`src/include/synth_prog_regs.vh`:
```
// Constants for the synthesizer serial programming port.
// Included by the port only; the edge detector does not use it; definitions only.
`ifndef SYNTH_PROG_REGS_VH
`define SYNTH_PROG_REGS_VH

`define WORD_BITS 22
`define DATA_BITS 20
`define DATA_MSB 21
`define DATA_LSB 2
`define ADDR_MSB 1
`define ADDR_LSB 0

`define ADDR_SEC_REF 2'h0
`define ADDR_SEC_FB 2'h1
`define ADDR_PRI_REF 2'h2
`define ADDR_PRI_FB 2'h3

// Field positions inside the 20-bit latched data field
`define REF_COUNT_MSB 14
`define REF_COUNT_LSB 0
`define REF_POL_BIT 15
`define REF_HIGHCUR_BIT 16
`define REF_FLOAT_BIT 17
`define REF_MUXSEL_MSB 19
`define REF_MUXSEL_LSB 18
`define FB_SWALLOW_MSB 4
`define FB_SWALLOW_LSB 0
`define FB_PROGRAM_MSB 17
`define FB_PROGRAM_LSB 5
`define FB_PRESCALE_BIT 18
`define FB_POWERDOWN_BIT 19

`define LATCH_RESET 20'h00000

`endif

```
`src/pin_edge_sync.v`:
```
// Three-stage synchroniser with rising edge detection for one pin.
// Assumes the pin is asynchronous to clk; rst_n is already synchronised.
`timescale 1ns/1ps
module pin_edge_sync
(
    input wire clk,
    input wire rst_n,
    input wire pin,
    output wire level,
    output wire rise
);
    reg meta_reg;
    reg sync_a_reg;
    reg sync_b_reg;
    reg level_reg;

    // A change counts only once the second and third stages agree
    always @(posedge clk or negedge rst_n)
    begin
        if (!rst_n)
        begin
            meta_reg <= 1'b0;
            sync_a_reg <= 1'b0;
            sync_b_reg <= 1'b0;
            level_reg <= 1'b0;
        end
        else
        begin
            meta_reg <= pin;
            sync_a_reg <= meta_reg;
            sync_b_reg <= sync_a_reg;
            if (sync_a_reg == sync_b_reg)
                level_reg <= sync_b_reg;
        end
    end

    assign level = level_reg;
    assign rise = (sync_a_reg == sync_b_reg) & sync_b_reg & ~level_reg;
endmodule

```
`src/synth_serial_program_port.v`:
```
// Serial programming port: 22-bit shift register and four 20-bit latches.
// Serial clock, data and load strobe are pins sampled by REF_CLK, which
// must run well above the serial clock (at least 8x is comfortable).
`timescale 1ns/1ps
`include "synth_prog_regs.vh"

// Behaviour
// - Bits gather in 22-bit holding shift register
// - Bits 21..2 data, bits 1..0 address
// - One bit per rising serial clock, MSB first
// - Load strobe rise copies data to addressed latch
// - Codes 00,01,10,11 pick SR,SF,PR,PF latches
// - Secondary reference count in word bits 16..2
// - Secondary reference upper bits hold mode settings
// - Reference count is plain binary, LSB bit 2
// - Primary reference word has same layout
// - Secondary feedback: powerdown, prescaler, program, swallow
// - Primary feedback uses same layout
// - Port works during any powerdown
module synth_serial_program_port
(
    input wire REF_CLK,
    input wire RESETN,
    input wire SERIAL_CLK,
    input wire SERIAL_DATA,
    input wire LOAD_STROBE,
    output wire [14:0] SECONDARY_REF_COUNT,
    output wire SECONDARY_DETECTOR_POLARITY,
    output wire SECONDARY_PUMP_HIGH_CURRENT,
    output wire SECONDARY_PUMP_FLOAT,
    output wire [1:0] SECONDARY_MULTIFUNCTION_OUTPUT_SELECT,
    output wire [4:0] SECONDARY_SWALLOW_COUNT,
    output wire [12:0] SECONDARY_PROGRAM_COUNT,
    output wire SECONDARY_PRESCALER_SELECT,
    output wire SECONDARY_POWERDOWN,
    output wire [14:0] PRIMARY_REF_COUNT,
    output wire PRIMARY_DETECTOR_POLARITY,
    output wire PRIMARY_PUMP_HIGH_CURRENT,
    output wire PRIMARY_PUMP_FLOAT,
    output wire [1:0] PRIMARY_MULTIFUNCTION_OUTPUT_SELECT,
    output wire [4:0] PRIMARY_SWALLOW_COUNT,
    output wire [12:0] PRIMARY_PROGRAM_COUNT,
    output wire PRIMARY_PRESCALER_SELECT,
    output wire PRIMARY_POWERDOWN,
    output wire [1:0] LAST_LOAD_ADDRESS
);
    reg rst_meta_reg;
    reg rst_sync_reg;
    wire rst_n;

    wire sclk_rise;
    wire data_level;
    wire load_rise;

    reg [`WORD_BITS-1:0] shift_reg;
    reg [`WORD_BITS-1:0] shift_next;
    reg [`DATA_BITS-1:0] sec_ref_reg;
    reg [`DATA_BITS-1:0] sec_fb_reg;
    reg [`DATA_BITS-1:0] pri_ref_reg;
    reg [`DATA_BITS-1:0] pri_fb_reg;
    reg [1:0] last_addr_reg;

    wire [`DATA_BITS-1:0] word_data;
    wire [1:0] word_addr;

    // Reset is asserted at once and released through two flip-flops
    always @(posedge REF_CLK or negedge RESETN)
    begin
        if (!RESETN)
        begin
            rst_meta_reg <= 1'b0;
            rst_sync_reg <= 1'b0;
        end
        else
        begin
            rst_meta_reg <= 1'b1;
            rst_sync_reg <= rst_meta_reg;
        end
    end
    assign rst_n = rst_sync_reg;

    pin_edge_sync sclk_sync
    (
        .clk(REF_CLK),
        .rst_n(rst_n),
        .pin(SERIAL_CLK),
        .level(),
        .rise(sclk_rise)
    );

    // Data is taken from the level register after the same three stages, so the shift sees it one cycle behind the clock
    pin_edge_sync data_sync
    (
        .clk(REF_CLK),
        .rst_n(rst_n),
        .pin(SERIAL_DATA),
        .level(data_level),
        .rise()
    );

    pin_edge_sync load_sync
    (
        .clk(REF_CLK),
        .rst_n(rst_n),
        .pin(LOAD_STROBE),
        .level(),
        .rise(load_rise)
    );

    // Shifting toward the MSB keeps just the most recent 22 bits
    always @*
    begin
        shift_next = shift_reg;
        if (sclk_rise)
            shift_next = {shift_reg[`WORD_BITS-2:0], data_level};
    end

    always @(posedge REF_CLK or negedge rst_n)
    begin
        if (!rst_n)
            shift_reg <= {`WORD_BITS{1'b0}};
        else
            shift_reg <= shift_next;
    end

    assign word_data = shift_reg[`DATA_MSB:`DATA_LSB];
    assign word_addr = shift_reg[`ADDR_MSB:`ADDR_LSB];

    // Latches change only on a load strobe rise; power-down bits do not
    // gate this path, so programming works in every power state.
    always @(posedge REF_CLK or negedge rst_n)
    begin
        if (!rst_n)
        begin
            sec_ref_reg <= `LATCH_RESET;
            sec_fb_reg <= `LATCH_RESET;
            pri_ref_reg <= `LATCH_RESET;
            pri_fb_reg <= `LATCH_RESET;
            last_addr_reg <= 2'h0;
        end
        else if (load_rise)
        begin
            last_addr_reg <= word_addr;
            case (word_addr)
                `ADDR_SEC_REF: sec_ref_reg <= word_data;
                `ADDR_SEC_FB: sec_fb_reg <= word_data;
                `ADDR_PRI_REF: pri_ref_reg <= word_data;
                `ADDR_PRI_FB: pri_fb_reg <= word_data;
                default: last_addr_reg <= word_addr;
            endcase
        end
    end

    // Ratios below two are passed through unchecked; the controller owns it
    assign SECONDARY_REF_COUNT =
        sec_ref_reg[`REF_COUNT_MSB:`REF_COUNT_LSB];
    assign SECONDARY_DETECTOR_POLARITY = sec_ref_reg[`REF_POL_BIT];
    assign SECONDARY_PUMP_HIGH_CURRENT =
        sec_ref_reg[`REF_HIGHCUR_BIT];
    assign SECONDARY_PUMP_FLOAT = sec_ref_reg[`REF_FLOAT_BIT];
    assign SECONDARY_MULTIFUNCTION_OUTPUT_SELECT =
        sec_ref_reg[`REF_MUXSEL_MSB:`REF_MUXSEL_LSB];

    assign PRIMARY_REF_COUNT =
        pri_ref_reg[`REF_COUNT_MSB:`REF_COUNT_LSB];
    assign PRIMARY_DETECTOR_POLARITY = pri_ref_reg[`REF_POL_BIT];
    assign PRIMARY_PUMP_HIGH_CURRENT = pri_ref_reg[`REF_HIGHCUR_BIT];
    assign PRIMARY_PUMP_FLOAT = pri_ref_reg[`REF_FLOAT_BIT];
    assign PRIMARY_MULTIFUNCTION_OUTPUT_SELECT =
        pri_ref_reg[`REF_MUXSEL_MSB:`REF_MUXSEL_LSB];

    assign SECONDARY_SWALLOW_COUNT =
        sec_fb_reg[`FB_SWALLOW_MSB:`FB_SWALLOW_LSB];
    assign SECONDARY_PROGRAM_COUNT =
        sec_fb_reg[`FB_PROGRAM_MSB:`FB_PROGRAM_LSB];
    assign SECONDARY_PRESCALER_SELECT = sec_fb_reg[`FB_PRESCALE_BIT];
    assign SECONDARY_POWERDOWN = sec_fb_reg[`FB_POWERDOWN_BIT];

    assign PRIMARY_SWALLOW_COUNT =
        pri_fb_reg[`FB_SWALLOW_MSB:`FB_SWALLOW_LSB];
    assign PRIMARY_PROGRAM_COUNT =
        pri_fb_reg[`FB_PROGRAM_MSB:`FB_PROGRAM_LSB];
    assign PRIMARY_PRESCALER_SELECT = pri_fb_reg[`FB_PRESCALE_BIT];
    assign PRIMARY_POWERDOWN = pri_fb_reg[`FB_POWERDOWN_BIT];

    assign LAST_LOAD_ADDRESS = last_addr_reg;
endmodule
```
`config.mk`:
```
export PLATFORM = sky130hd
export DESIGN_NAME = synth_serial_program_port
export DESIGN_NICKNAME = d
export VERILOG_FILES = /design/src/pin_edge_sync.v /design/src/synth_serial_program_port.v
export VERILOG_INCLUDE_DIRS = /design/src /design/src/include
export SDC_FILE = /design/constraint.sdc
export NUM_CORES = 1
export LEC_CHECK = 0
export CORE_UTILIZATION = 42
export DETAILED_ROUTE_END_ITERATION = 10
export DONT_BUFFER_PORTS = 1
export PLACE_DENSITY = 0.56
export SLEW_MARGIN = 15
export SYNTH_ARGS = -nofsm -noshare
export SYNTH_HDL_FRONTEND = slang
export SYNTH_HIERARCHICAL = 1
export SYNTH_SLANG_ARGS = --single-unit
```
`constraint.sdc`:
```
create_clock -name REF_CLK -period 3.6 [get_ports REF_CLK]
set_input_delay 0.36 -clock REF_CLK [delete_from_list [all_inputs] [get_ports REF_CLK]]
set_output_delay 0.36 -clock REF_CLK [all_outputs]
set_load 0.01 [all_outputs]
```
# Yosys cells after proc, flatten, opt, wreduce, memory -nomap -nowiden
# Index checks and enable logic that the tools add are counted.
[op_classes]
eq_ne = 6
reduce_logical = 5
bitwise = 6
[op_table]
columns = ["op", "n"]
rows = [
  ["2-bit AND reduction", 4],
  ["1-bit bitwise AND", 4],
  ["2-bit == test, second input constant", 2],
  ["1-bit == test", 3],
  ["2-bit by 1-bit == test with 1-bit output, second input constant", 1],
  ["2-bit logical NOT", 1],
  ["1-bit inverter", 2],
]
[totals]
in_bits = 5
reg_bits = 118

# Longest topological paths before layout
# Gate-level depths: netlist of run 1.
[depth]
word_depth = 4
depth_mapped = 5
mapped_depth_nobuf = 4

# By module
# The synthesis of run 1 kept the hierarchy.
[modules_own_cells]
columns = ["module", "area_each_um2", "n_inst", "cells_per_inst"]
rows = [
  ["synth_serial_program_port", 3915.0, 1, 225],
  ["pin_edge_sync", 133.9, 3, 7],
]

# Worst setup path before layout of run 1
# Ideal clock, no wire load.
[synth_timing]
path_kind = "register to register"
startpoint = "register load_sync.sync_a_reg"
endpoint = "register sec_ref_reg[0]"
setup_ns = 0.125
required_time_ns = 3.475
t_arrival_ns = 1.483
slack_ns = 1.993
stages_incl_launch_ff = 6
cell_sequence = "dfrtp_1 -> ha_1 -> nor2b_1 -> nor3b_2 -> buf_4 -> mux2_2"
[synth_between]
elab_chain_len = 4
[synth_rtl]
columns = ["element", "line", "text"]
rows = [
  ["from (decl)", "pin_edge_sync.v:13", "reg sync_a_reg;"],
  ["from (signal assigned)", "pin_edge_sync.v:30", "sync_a_reg <= meta_reg;"],
  ["1-bit == test", "pin_edge_sync.v:38", "assign rise = (sync_a_reg == sync_b_reg) & sync_b_reg & ~level_reg;"],
  ["1-bit bitwise AND (2 in a row)", "pin_edge_sync.v:38", ""],
  ["via load_rise", "synth_serial_program_port.v:53", "wire load_rise;"],
  ["2-bit AND reduction (no line)", "--", ""],
  ["to (signal assigned)", "synth_serial_program_port.v:135", "sec_ref_reg <= `LATCH_RESET;"],
  ["to (signal assigned)", "synth_serial_program_port.v:145", "`ADDR_SEC_REF: sec_ref_reg <= word_data;"],
  ["to (decl)", "synth_serial_program_port.v:57", "reg [`DATA_BITS-1:0] sec_ref_reg;"],
]
# The timed path passes the listed nets, and every way through them passes these cells.
# A chain may end at the register's enable or synchronous reset.

# Worst setup path in the final report of run 1
[layout_timing]
startpoint = "register load_sync.sync_a_reg"
endpoint = "register sec_ref_reg[19]"
# The elaborated chain is that of the path after synthesis.

==> summary.md, run 1 <==
| Metric | Value |
|---|---|
| Outcome | `completed` |
| Hold Crit Class | `input pin to async pin` |
| Worst Setup Slack post-DPL | `1.21 ns` |
| PortBufs | `0` |
| Worst EP arrival | `around 2.7 ns` |
| Req. time, crit path | `between 3 and 4 ns` |
| Share of post-route cells with drive strength above 1 | `about half` |
| Final setup viols | `0` |
| Initial DRC Count | `60` |
| Max Freq | `0.428 GHz` |
| CTS tree | `yes` |
| CP Capture Type | `register` |
| Pleak | `around 2.6 nW` |
| Max reg flops | `22` |
| Maximum vdd ir drop | `355 uV` |
| Starting Density | `a little over two fifths` |
| Buffers and inverters on the worst path | `0` |
| Post-DP HPWL | `between 4 and 5 mm` |
| Root Buffer | `clkbuf_8` |
| CP peak stage delay | `about 0.95 ns` |
| Initial antenna violation count | `0` |
| Pre-Repair DR Iteration Count | `3` |
| Routed WL | `around 7.8 mm` |
| # diodes | `0` |
| Tcrit/Tclk final | `between 60% and 70%` |
| Clk_lat worst skew | `between 0.5 and 0.6 ns` |
| Die Span X | `roughly 100 um` |
| Die Height | `103 um` |
| Htree depth | `4` |
| Post-route setup slack | `about 1.3 ns` |
| Synth Cell Area | `4310 um^2` |
| Slowest CP cell | `nor3b_4` |
| Reg clk slew, reported paths | `about 0.05 ns` |
| Global-route wire length before repair | `around 12 mm` |
| # rows | `36` |
| CTS resizes | `0` |
| Critical path class | `register to register` |
| GRT Total Usage | `roughly 16%` |
| Syn_area_per_cell | `17.6 um^2` |
| TritonCTS Sinks | `118` |
| Power Density | `roughly 700 nW/um^2` |
| Reg2Reg Depth | `4` |
| Slew headroom | `28.4%` |
| Fill cell count | `roughly 800` |
| Critical path cell sequence | `ha_1 > nor2b_1 > nor3b_4 > mux2_2` |
| Hold Vio Cnt, Final | `0` |
| Syn Nets | `between 200 and 300` |
| Vias in the first global route | `around 2,100` |
| Routed Antenna Nets | `0` |
| DRC | `0` |
| RR Startpoint | `load_sync/sync_a_reg$_DFF_PN0_` |
| Worst Skew | `roughly 0.0074 ns` |
| Top delay family on crit path | `simple AND/OR/NAND/NOR gates` |
| Grt total ovfl | `0` |
| Type of origin of the critical path | `register` |
| Max-slew violation count | `0` |
| MaxCap Viol Count | `0` |
| Via count | `~2,100` |
| # nets final | `between 200 and 300` |
| Setup bufs post-CTS | `0` |
| Setup Total Neg Slack | `0 ns` |
| Layout area overhead | `18.7%` |
| Worst reg2reg endpoint | `sec_ref_reg[19]$_DFFE_PN0P_` |
| Yosys Warn Count | `6` |
| Clock buffer depth | `2` |
| # IOs | `87` |
| Die area | `10,700 um^2` |
| Flop2flop setup slack | `between 1 and 1.5 ns` |
| TritonCTS buffer count | `17` |
| Tmin final | `about 2.3 ns` |
| Slew at the pin closest to its max-slew limit | `1.07 ns` |
| RSZ-0062 raised after global routing | `no` |
| Gate Count Post-Synth | `about 250` |
| Vias per cell | `slightly above 5` |
| Average wire per cell in the routed design | `~19 um` |
| Worst Path Max Fanout | `20` |
| Global placer's final weighted congestion | `between 0.6 and 0.7` |
| Core area | `~9900 um^2` |
| Largest net degree at the start of global routing | `50` |
[area by class of cell]
cell class	count	area [um^2]	area share, %
multi-input combinational	117	1310	25.6
clock buffer	22	443	8.66
timing repair buffer	10	85.1	1.66
sequential	118	2960	57.8
clock inverter	10	153	2.98
tap	133	166	3.25
[repair_timing]
action / CTS / global route
endpoints found under the setup margin: 0 / 0
endpoints found under the hold margin: 5 / 0
hold buffers: 4 / 0
[worst max path at each step]
stage | startpoint | endpoint | slack [ns] | cells after the start
2_1_floorplan | rst_n$_DFF_PN0_ | LAST_LOAD_ADDRESS[0]$_DFFE_PN0P_ | 0.07 | 0
3_3_place_gp | load_sync/sync_a_reg$_DFF_PN0_ | sec_ref_reg[2]$_DFFE_PN0P_ | 1.32 | 4
3_5_place_dp | load_sync/sync_a_reg$_DFF_PN0_ | sec_ref_reg[19]$_DFFE_PN0P_ | 1.21 | 4
4_1_cts | load_sync/sync_a_reg$_DFF_PN0_ | sec_ref_reg[19]$_DFFE_PN0P_ | 1.20 | 4
5_1_grt | load_sync/sync_b_reg$_DFF_PN0_ | sec_ref_reg[17]$_DFFE_PN0P_ | 1.06 | 4
6_report | load_sync/sync_a_reg$_DFF_PN0_ | sec_ref_reg[19]$_DFFE_PN0P_ | 1.26 | 4
[per-layer routing]
layer	up-vias	track usage, %	wire length [um]
met2	55	23.4	3680
met4	0	7.80	102
li1	910	-	-
met5	-	0	0
met3	7	9.27	638
met1	1108	19.9	3410
[metrics by stage]
step / cells / hold WS (ns) / util, % / instance area [um^2] / total power [mW]
floorplan: 245 / 0.0644 / - / 4310 / 1.89
global placement: 374 / 0.0645 / 45.4 / 4480 / 1.98
detailed placement: 374 / 0.0645 / 45.4 / 4480 / 2.00
CTS: 410 / 0.0488 / 51.9 / 5110 / 3.71
global route: 410 / 0.0502 / 51.9 / 5110 / 3.82
finish: 410 / 0.0780 / 51.9 / 5110 / 3.66
[power by group]
| part | switching, mW | internal, mW |
|---|---|---|
| logic | 0.0919 | 0.161 |
| registers | 0.221 | 1.49 |
| clock network | 0.555 | 1.13 |
[cells in the final DEF (no fill, tap or decap)]
cell type,count
clkbuf_1,4
nor3b_4,1
mux2_4,3
conb_1,1
nor2b_1,1
bufinv_16,4
nand3_1,1
dlygate4sd3_1,4
ha_1,3
clkinv_2,5
nor2b_2,1
mux2_2,103
nand3b_1,2
buf_4,6
clkbuf_16,16
mux2_1,1
clkinvlp_4,1
dfrtp_1,117
dfrtp_4,1
clkbuf_8,2
Power figures use the tool's default switching activity.
==> run 2, diff against run 1 <==
clock period = 2.09 ns   (was 3.6 ns; I/O delays follow)
==> run 2 against run 1 <==
Cell count rose by 1.5%. Clock skew about the same. Combinational power is 78% higher. Critical endpoint is now sec_ref_reg[4]$_DFFE_PN0P_.
==> summary.md, run 2 (same netlist as run 1, synthesis figures left out) <==
| Metric | Value |
|---|---|
| Outcome | `completed (unchanged)` |
| # nets final | `278 (was 272)` |
| Die area | `10,700 um^2 (unchanged)` |
| Switching Share | `23.3% (was 23.7%)` |
| Share of post-route cells with drive strength above 1 | `52.7% (was 51.6%)` |
| DRC | `0 (unchanged)` |
| MaxCap Viol Count | `0 (unchanged)` |
| Hold Crit Class | `input pin to register (was input pin to async pin)` |
| Post-DP HPWL | `4.85 mm (was 4.86 mm)` |
| RSZ-0062 raised after global routing | `no (unchanged)` |
| Vias per cell | `5.10 (was 5.07)` |
| Type of origin of the critical path | `register (unchanged)` |
| Worst EP arrival | `2.19 ns (was 2.72 ns)` |
| Starting Density | `43.7% (unchanged)` |
| # rows | `36 (unchanged)` |
| Setup bufs post-CTS | `0 (unchanged)` |
| Root Buffer | `clkbuf_8 (unchanged)` |
| Routed WL | `7.61 mm (was 7.82 mm)` |
| Final setup viols | `0 (unchanged)` |
| Max reg flops | `22 (unchanged)` |
| Clk_lat worst skew | `0.51 ns (about the same)` |
| # diodes | `0 (unchanged)` |
| Die Span X | `103 um (unchanged)` |
| Layout area overhead | `20.8% (was 18.7%)` |
| NetSw | `1.49 mW (was 868 uW)` |
| Routed Antenna Nets | `0 (unchanged)` |
| Tmin final | `1.80 ns (was 2.34 ns)` |
| Max Freq | `0.556 GHz (was 0.428 GHz)` |
| Die Height | `103 um (unchanged)` |
| Fill cell count | `810 (was 797)` |
| Register area | `2960 um^2 (unchanged)` |
| Clock buffer depth | `2 (unchanged)` |
| Setup Total Neg Slack | `0 ns (unchanged)` |
| Grt total ovfl | `0 (unchanged)` |
| Gate power share | `7.1% (was 6.9%)` |
| Critical path class | `register to register (unchanged)` |
| Average wire per cell in the routed design | `18.3 um (was 19.1 um)` |
| CP Capture Type | `register (unchanged)` |
| TritonCTS Sinks | `118 (unchanged)` |
| Worst Skew | `0.00731 ns (was 0.00744 ns)` |
| Most frequent cells in the layout | `117 x dfrtp_1, 103 x mux2_2, 16 x clkbuf_16, 9 x buf_4, 5 x dlygate4sd3_1 (was 117 x dfrtp_1, 103 x mux2_2, 16 x clkbuf_16, 6 x buf_4, 5 x clkinv_2)` |
| Cell-internal power | `4.89 mW (was 2.79 mW)` |
| TritonCTS buffer count | `17 (unchanged)` |
| Tcrit/Tclk final | `86.1% (was 64.9%)` |
| Initial antenna violation count | `0 (unchanged)` |
| Largest net degree at the start of global routing | `54 (was 50)` |
| Global placer's final weighted congestion | `0.680 (was 0.654)` |
| Vias in the first global route | `2,099 (was 2,119)` |
| Non-filler instance count after layout | `416 (was 410)` |
| CTS tree | `yes (unchanged)` |
| Htree depth | `4 (unchanged)` |
| GRT Total Usage | `15.9% (was 16.3%)` |
| Clock share of power | `46.7% (was 46.2%)` |
| Slew at the pin closest to its max-slew limit | `0.567 ns (was 1.07 ns)` |
| Via count | `2,123 (was 2,080)` |
| Initial DRC Count | `72 (was 60)` |
| Reg power frac | `46.2% (was 46.9%)` |
| Most common cell after layout, fill and taps aside | `dfrtp_1 (unchanged)` |
| Pre-Repair DR Iteration Count | `5 (was 3)` |
| Max-slew violation count | `0 (unchanged)` |
| Worst Path Max Fanout | `20 (unchanged)` |
| # IOs | `87 (unchanged)` |
| Area occupied by multi-input gates | `1310 um^2 (unchanged)` |
| PortBufs | `0 (unchanged)` |
| Global-route wire length before repair | `11.9 mm (was 12.1 mm)` |
| Power Density | `1220 nW/um^2 (was 715 nW/um^2)` |
| Design Power | `6.37 mW (was 3.66 mW)` |
| Hold Vio Cnt, Final | `0 (unchanged)` |
| Reg clk slew, reported paths | `0.06 ns (was 0.05 ns)` |
| Final Util | `52.8% (was 51.9%)` |
| Slew headroom | `62.2% (was 28.4%)` |
| Pleak | `2.60 nW (was 2.56 nW)` |
| Req. time, crit path | `2.48 ns (was 3.98 ns)` |
| Cells after DPL | `379 (was 374)` |
| Maximum vdd ir drop | `571 uV (was 355 uV)` |
| Core area | `9860 um^2 (unchanged)` |
[run 2: path summary, 6_finish.rpt]
kind / from / end / slack (ns) / cells past startpoint
min reg2reg: rst_n$_DFF_PN0_ / pri_fb_reg[8]$_DFFE_PN0P_ / 0.33 / 0
max reg2reg: load_sync/sync_b_reg$_DFF_PN0_ / sec_ref_reg[4]$_DFFE_PN0P_ / 0.29 / 5
max in group asynchronous: rst_n$_DFF_PN0_ / sec_ref_reg[13]$_DFFE_PN0P_ / 1.08 / 1
min: SERIAL_CLK / sclk_sync/meta_reg$_DFF_PN0_ / 0.25 / 1
max: load_sync/sync_b_reg$_DFF_PN0_ / sec_ref_reg[4]$_DFFE_PN0P_ / 0.29 / 5
min in group asynchronous: rst_n$_DFF_PN0_ / pri_fb_reg[8]$_DFFE_PN0P_ / 0.33 / 0
[run 2: what timing repair did]
action	4_1_cts	5_1_grt
hold buffers	5	0
resized for setup	0	0
endpoints found under the hold margin	5	0
[run 2: power by group through the flow]
| stage | logic, mW | registers (mW) | clock network (mW) |
|---|---|---|---|
| after global placement | 0.441 | 3.00 | 0 |
| final | 0.450 | 2.95 | 2.98 |
| after global routing | 0.497 | 3.00 | 3.15 |
| after floorplan | 0.358 | 2.90 | 0 |
| after detailed placement | 0.452 | 3.00 | 0 |
| after CTS | 0.463 | 2.96 | 3.05 |
[run 2: routing by layer]
metal	GRT usage, %	wire, um
met5	0	0
met1	19.8	3350
met4	6.83	116
met2	23.2	3590
met3	8.06	546
[run 2: layout make-up]
class	instances	share of cell area, %
sequential	118	56.8
multi-input combinational	117	25.2
clock buffer	23	8.96
tap	133	3.20
timing repair buffer	16	3.03
clock inverter	9	2.84
[run 2: metrics by stage]
step	setup WS [ns]	instance area, um^2	hold WS [ns]
after detailed placement	0.273	4540	-0.0865
after global routing	0.155	5210	0.226
after CTS	0.261	5210	0.225
final	0.291	5210	0.253
after global placement	0.343	4540	-0.0865
after floorplan	0.120	4310	-0.0866
[run 2: worst max-delay path, stage by stage, from the launching register on]
cell,delay (ns)
dfrtp_1,0.34
ha_1,0.13
nor2b_1,0.35
nor3b_4,0.29
buf_12,0.20
mux2_2,0.36
==> run 3, diff against run 2 <==
SYNTH_HIERARCHICAL = not set   (was 1)
==> run 3 against run 2 <==
Global-route usage is 0.27 points higher. Worst setup slack better by 0.10 ns. Critical endpoint is now sec_fb_reg[0]$_DFFE_PN0P_. Worst hold slack improved by 0.00089 ns. Sequential cell count stayed put. Highest routed layer unchanged. Critical path depth is 2 lower. Critical path type unchanged.
==> summary.md, run 3 <==
| Metric | Value |
|---|---|
| Outcome | `completed (unchanged)` |
| Req. time, crit path | `2.48 ns (about the same)` |
| Max reg flops | `22 (unchanged)` |
| Final setup viols | `0 (unchanged)` |
| Share of the synthesized area in the top cell type | `64.1%` |
| Sequential fraction of the synthesis area | `64.1%` |
| Vias per cell | `5.00 (was 5.10)` |
| CTS resizes | `0 (unchanged)` |
| Maximum vdd ir drop | `489 uV (was 571 uV)` |
| Area contributors post-synth | `dfrtp_1 64%, mux2_4 20%, mux2_2 11%, buf_6 1.5%, buf_12 0.87%` |
| Worst setup path end | `sec_fb_reg[0]$_DFFE_PN0P_ (was sec_ref_reg[4]$_DFFE_PN0P_)` |
| Synth Cell Area | `4610 um^2 (was 4310 um^2)` |
| Worst EP arrival | `2.09 ns (was 2.19 ns)` |
| GRT Total Usage | `16.1% (was 15.9%)` |
| Worst Setup Slack post-DPL | `0.392 ns (was 0.273 ns)` |
| Most common cell after layout, fill and taps aside | `dfrtp_1 (unchanged)` |
| # nets final | `272 (was 278)` |
| Reg power frac | `45.8% (was 46.2%)` |
| Hold Crit Class | `input pin to register (unchanged)` |
| Max-slew violation count | `0 (unchanged)` |
| Worst Path Max Fanout | `20 (unchanged)` |
| Setup bufs post-CTS | `0 (unchanged)` |
| Tmin final | `1.70 ns (was 1.80 ns)` |
| # diodes | `0 (unchanged)` |
| Synth unique cells | `15` |
| CP Capture Type | `register (unchanged)` |
| EDFF count, synth | `0` |
| Via count | `2,063 (was 2,123)` |
| Hold Vio Cnt, Final | `0 (unchanged)` |
| PortBufs | `0 (unchanged)` |
| Global placer's final weighted congestion | `0.676 (was 0.680)` |
| Power Density | `1200 nW/um^2 (was 1220 nW/um^2)` |
| Layout area overhead | `17.0% (was 20.8%)` |
| Die Span X | `107 um (was 103 um)` |
| Yosys Warn Count | `0 (was 6)` |
| MaxCap Viol Count | `0 (unchanged)` |
| Pleak | `2.65 nW (was 2.60 nW)` |
| DRC | `0 (unchanged)` |
| Hold Buf Count CTS | `5 (unchanged)` |
| Post-route setup slack | `0.391 ns (was 0.291 ns)` |
| TritonCTS Sinks | `118 (unchanged)` |
| Pre-Repair DR Iteration Count | `4 (was 5)` |
| Slew at the pin closest to its max-slew limit | `0.578 ns (was 0.567 ns)` |
| Commonest cells in the netlist | `118 x dfrtp_1, 60 x mux2_4, 45 x mux2_2` |
| TritonCTS buffer count | `17 (unchanged)` |
| Setup Total Neg Slack | `0 ns (unchanged)` |
| Htree depth | `4 (unchanged)` |
| Starting Density | `44.0% (was 43.7%)` |
| Max Freq | `0.589 GHz (was 0.556 GHz)` |
| Initial DRC Count | `64 (was 72)` |
| Global-route wire length before repair | `13.6 mm (was 11.9 mm)` |
| Critical Path Start | `load_sync.sync_a_reg$_DFF_PN0_ (was load_sync/sync_b_reg$_DFF_PN0_)` |
| Core area | `10,500 um^2 (was 9860 um^2)` |
| Root Buffer | `clkbuf_8 (unchanged)` |
| Largest net degree at the start of global routing | `55 (was 54)` |
| Fill cell count | `890 (was 810)` |
| Routed WL | `8.43 mm (was 7.61 mm)` |
| Die area | `11,400 um^2 (was 10,700 um^2)` |
| Post-DP HPWL | `4.97 mm (was 4.85 mm)` |
| Type of origin of the critical path | `register (unchanged)` |
| # rows | `37 (was 36)` |
| Yosys reg bits | `118` |
| Ys async rst share | `100%` |
| Reg2Reg Depth | `3 (was 5)` |
| # IOs | `87 (unchanged)` |
| Reg clk slew, reported paths | `0.06 ns (about the same)` |
| Worst Skew | `0.00972 ns (was 0.00731 ns)` |
| Slew headroom | `61.5% (was 62.2%)` |
| Tcrit/Tclk final | `81.3% (was 86.1%)` |
| Clock buffer depth | `2 (unchanged)` |
| NetSw | `1.62 mW (was 1.49 mW)` |
| Routed Antenna Nets | `0 (unchanged)` |
| Clk_lat worst skew | `0.51 ns (about the same)` |
| Primary FF master, synth | `dfrtp_1` |
| Cell-internal power | `4.86 mW (was 4.89 mW)` |
| Vias in the first global route | `2,242 (was 2,099)` |
| Most numerous cell in the Yosys netlist | `dfrtp_1` |
| Gate power share | `8.3% (was 7.1%)` |
| Syn_area_per_cell | `18.9 um^2 (was 17.6 um^2)` |
| Switching Share | `25.0% (was 23.3%)` |
| CTS tree | `yes (unchanged)` |
| Average wire per cell in the routed design | `20.4 um (was 18.3 um)` |
| Flop2flop setup slack | `0.39 ns (was 0.29 ns)` |
| Worst reg2reg endpoint | `sec_fb_reg[0]$_DFFE_PN0P_ (was sec_ref_reg[4]$_DFFE_PN0P_)` |
| Clock share of power | `45.9% (was 46.7%)` |
| Gate Count Post-Synth | `244 (was 245)` |
| RSZ-0062 raised after global routing | `no (unchanged)` |
| Critical path class | `register to register (unchanged)` |
| Grt total ovfl | `0 (unchanged)` |
| Initial antenna violation count | `0 (unchanged)` |
| RR Startpoint | `load_sync.sync_a_reg$_DFF_PN0_ (was load_sync/sync_b_reg$_DFF_PN0_)` |
| Syn Nets | `251 (was 253)` |
| Most frequent cells in the layout | `117 x dfrtp_1, 60 x mux2_4, 45 x mux2_2, 16 x clkbuf_16 (was 117 x dfrtp_1, 103 x mux2_2, 16 x clkbuf_16, 9 x buf_4, 5 x dlygate4sd3_1)` |
| Die Height | `107 um (was 103 um)` |
| Share of post-route cells with drive strength above 1 | `53.1% (was 52.7%)` |
| Synth area leader | `dfrtp_1` |
-- run 3: cell count changes in the layout (fill, tap and decap cells not counted), sizes merged, moves of 2 or more --
cell,change
buf,-4
clkbuf,-5
and4bb,+2
clkinvlp,+2
inv,+2
nand3b,-2
-- run 3: kinds of logic after synthesis --
group | share of synthesized area [%]
flops | 64.1
mux | 30.8
buf+inv | 2.55
simple gates | 1.68
fa+ha+maj | 0.761
other cells | 0.0814
-- run 3: area by class of cell --
type / count / area (um^2) / share of cell area [%]
well taps: 136 / 170 / 3.16
clock inverters: 13 / 180 / 3.34
flip-flops and latches: 118 / 2960 / 54.9
repair buffers: 12 / 128 / 2.37
multi-input cells: 116 / 1540 / 28.5
clock buffers: 18 / 418 / 7.75
-- run 3: layer usage --
layer  vias up  GRT usage (%)  share of wire, %
met1      1092           21.8                47
li1        908              -                 -
met2        53           23.1                46
met5         -              0                 0
met3        10           7.36               5.9
met4         0           4.99               1.1
-- run 3: worst min-delay path by stage --
stage                                        end  slack, ns  cells past startpoint        from
floorplan                 rst_meta_reg$_DFF_PN0_      -0.09                      0      RESETN
global placement          rst_meta_reg$_DFF_PN0_      -0.09                      0      RESETN
detailed placement        rst_meta_reg$_DFF_PN0_      -0.09                      0      RESETN
CTS                 sclk_sync.meta_reg$_DFF_PN0_       0.23                      1  SERIAL_CLK
global route        sclk_sync.meta_reg$_DFF_PN0_       0.23                      1  SERIAL_CLK
finish              sclk_sync.meta_reg$_DFF_PN0_       0.25                      1  SERIAL_CLK
-- run 3: per-stage QoR --
step | utilization, % | std cells | hold WS, ns | total power [mW] | cell area [um^2]
finish | 51.5 | 413 | 0.253 | 6.48 | 5390
global route | 51.5 | 413 | 0.226 | 6.73 | 5390
CTS | 51.5 | 413 | 0.231 | 6.55 | 5390
detailed placement | 45.3 | 377 | -0.0865 | 3.55 | 4740
global placement | 45.3 | 377 | -0.0865 | 3.52 | 4740
floorplan | - | 244 | -0.0866 | 3.38 | 4610
-- run 3: critical path, stage by stage (launching register included) --
cell      delay (ns)
dfrtp_1         0.34
ha_1            0.23
and4bb_4        0.65
mux2_4          0.35
-- run 3: power by group through the flow --
stage | clock network [mW] | registers (mW) | logic, mW
floorplan | 0 | 2.92 | 0.464
global placement | 0 | 3.00 | 0.523
detailed placement | 0 | 3.01 | 0.537
CTS | 3.02 | 2.98 | 0.548
global route | 3.13 | 3.02 | 0.584
finish | 2.97 | 2.97 | 0.538
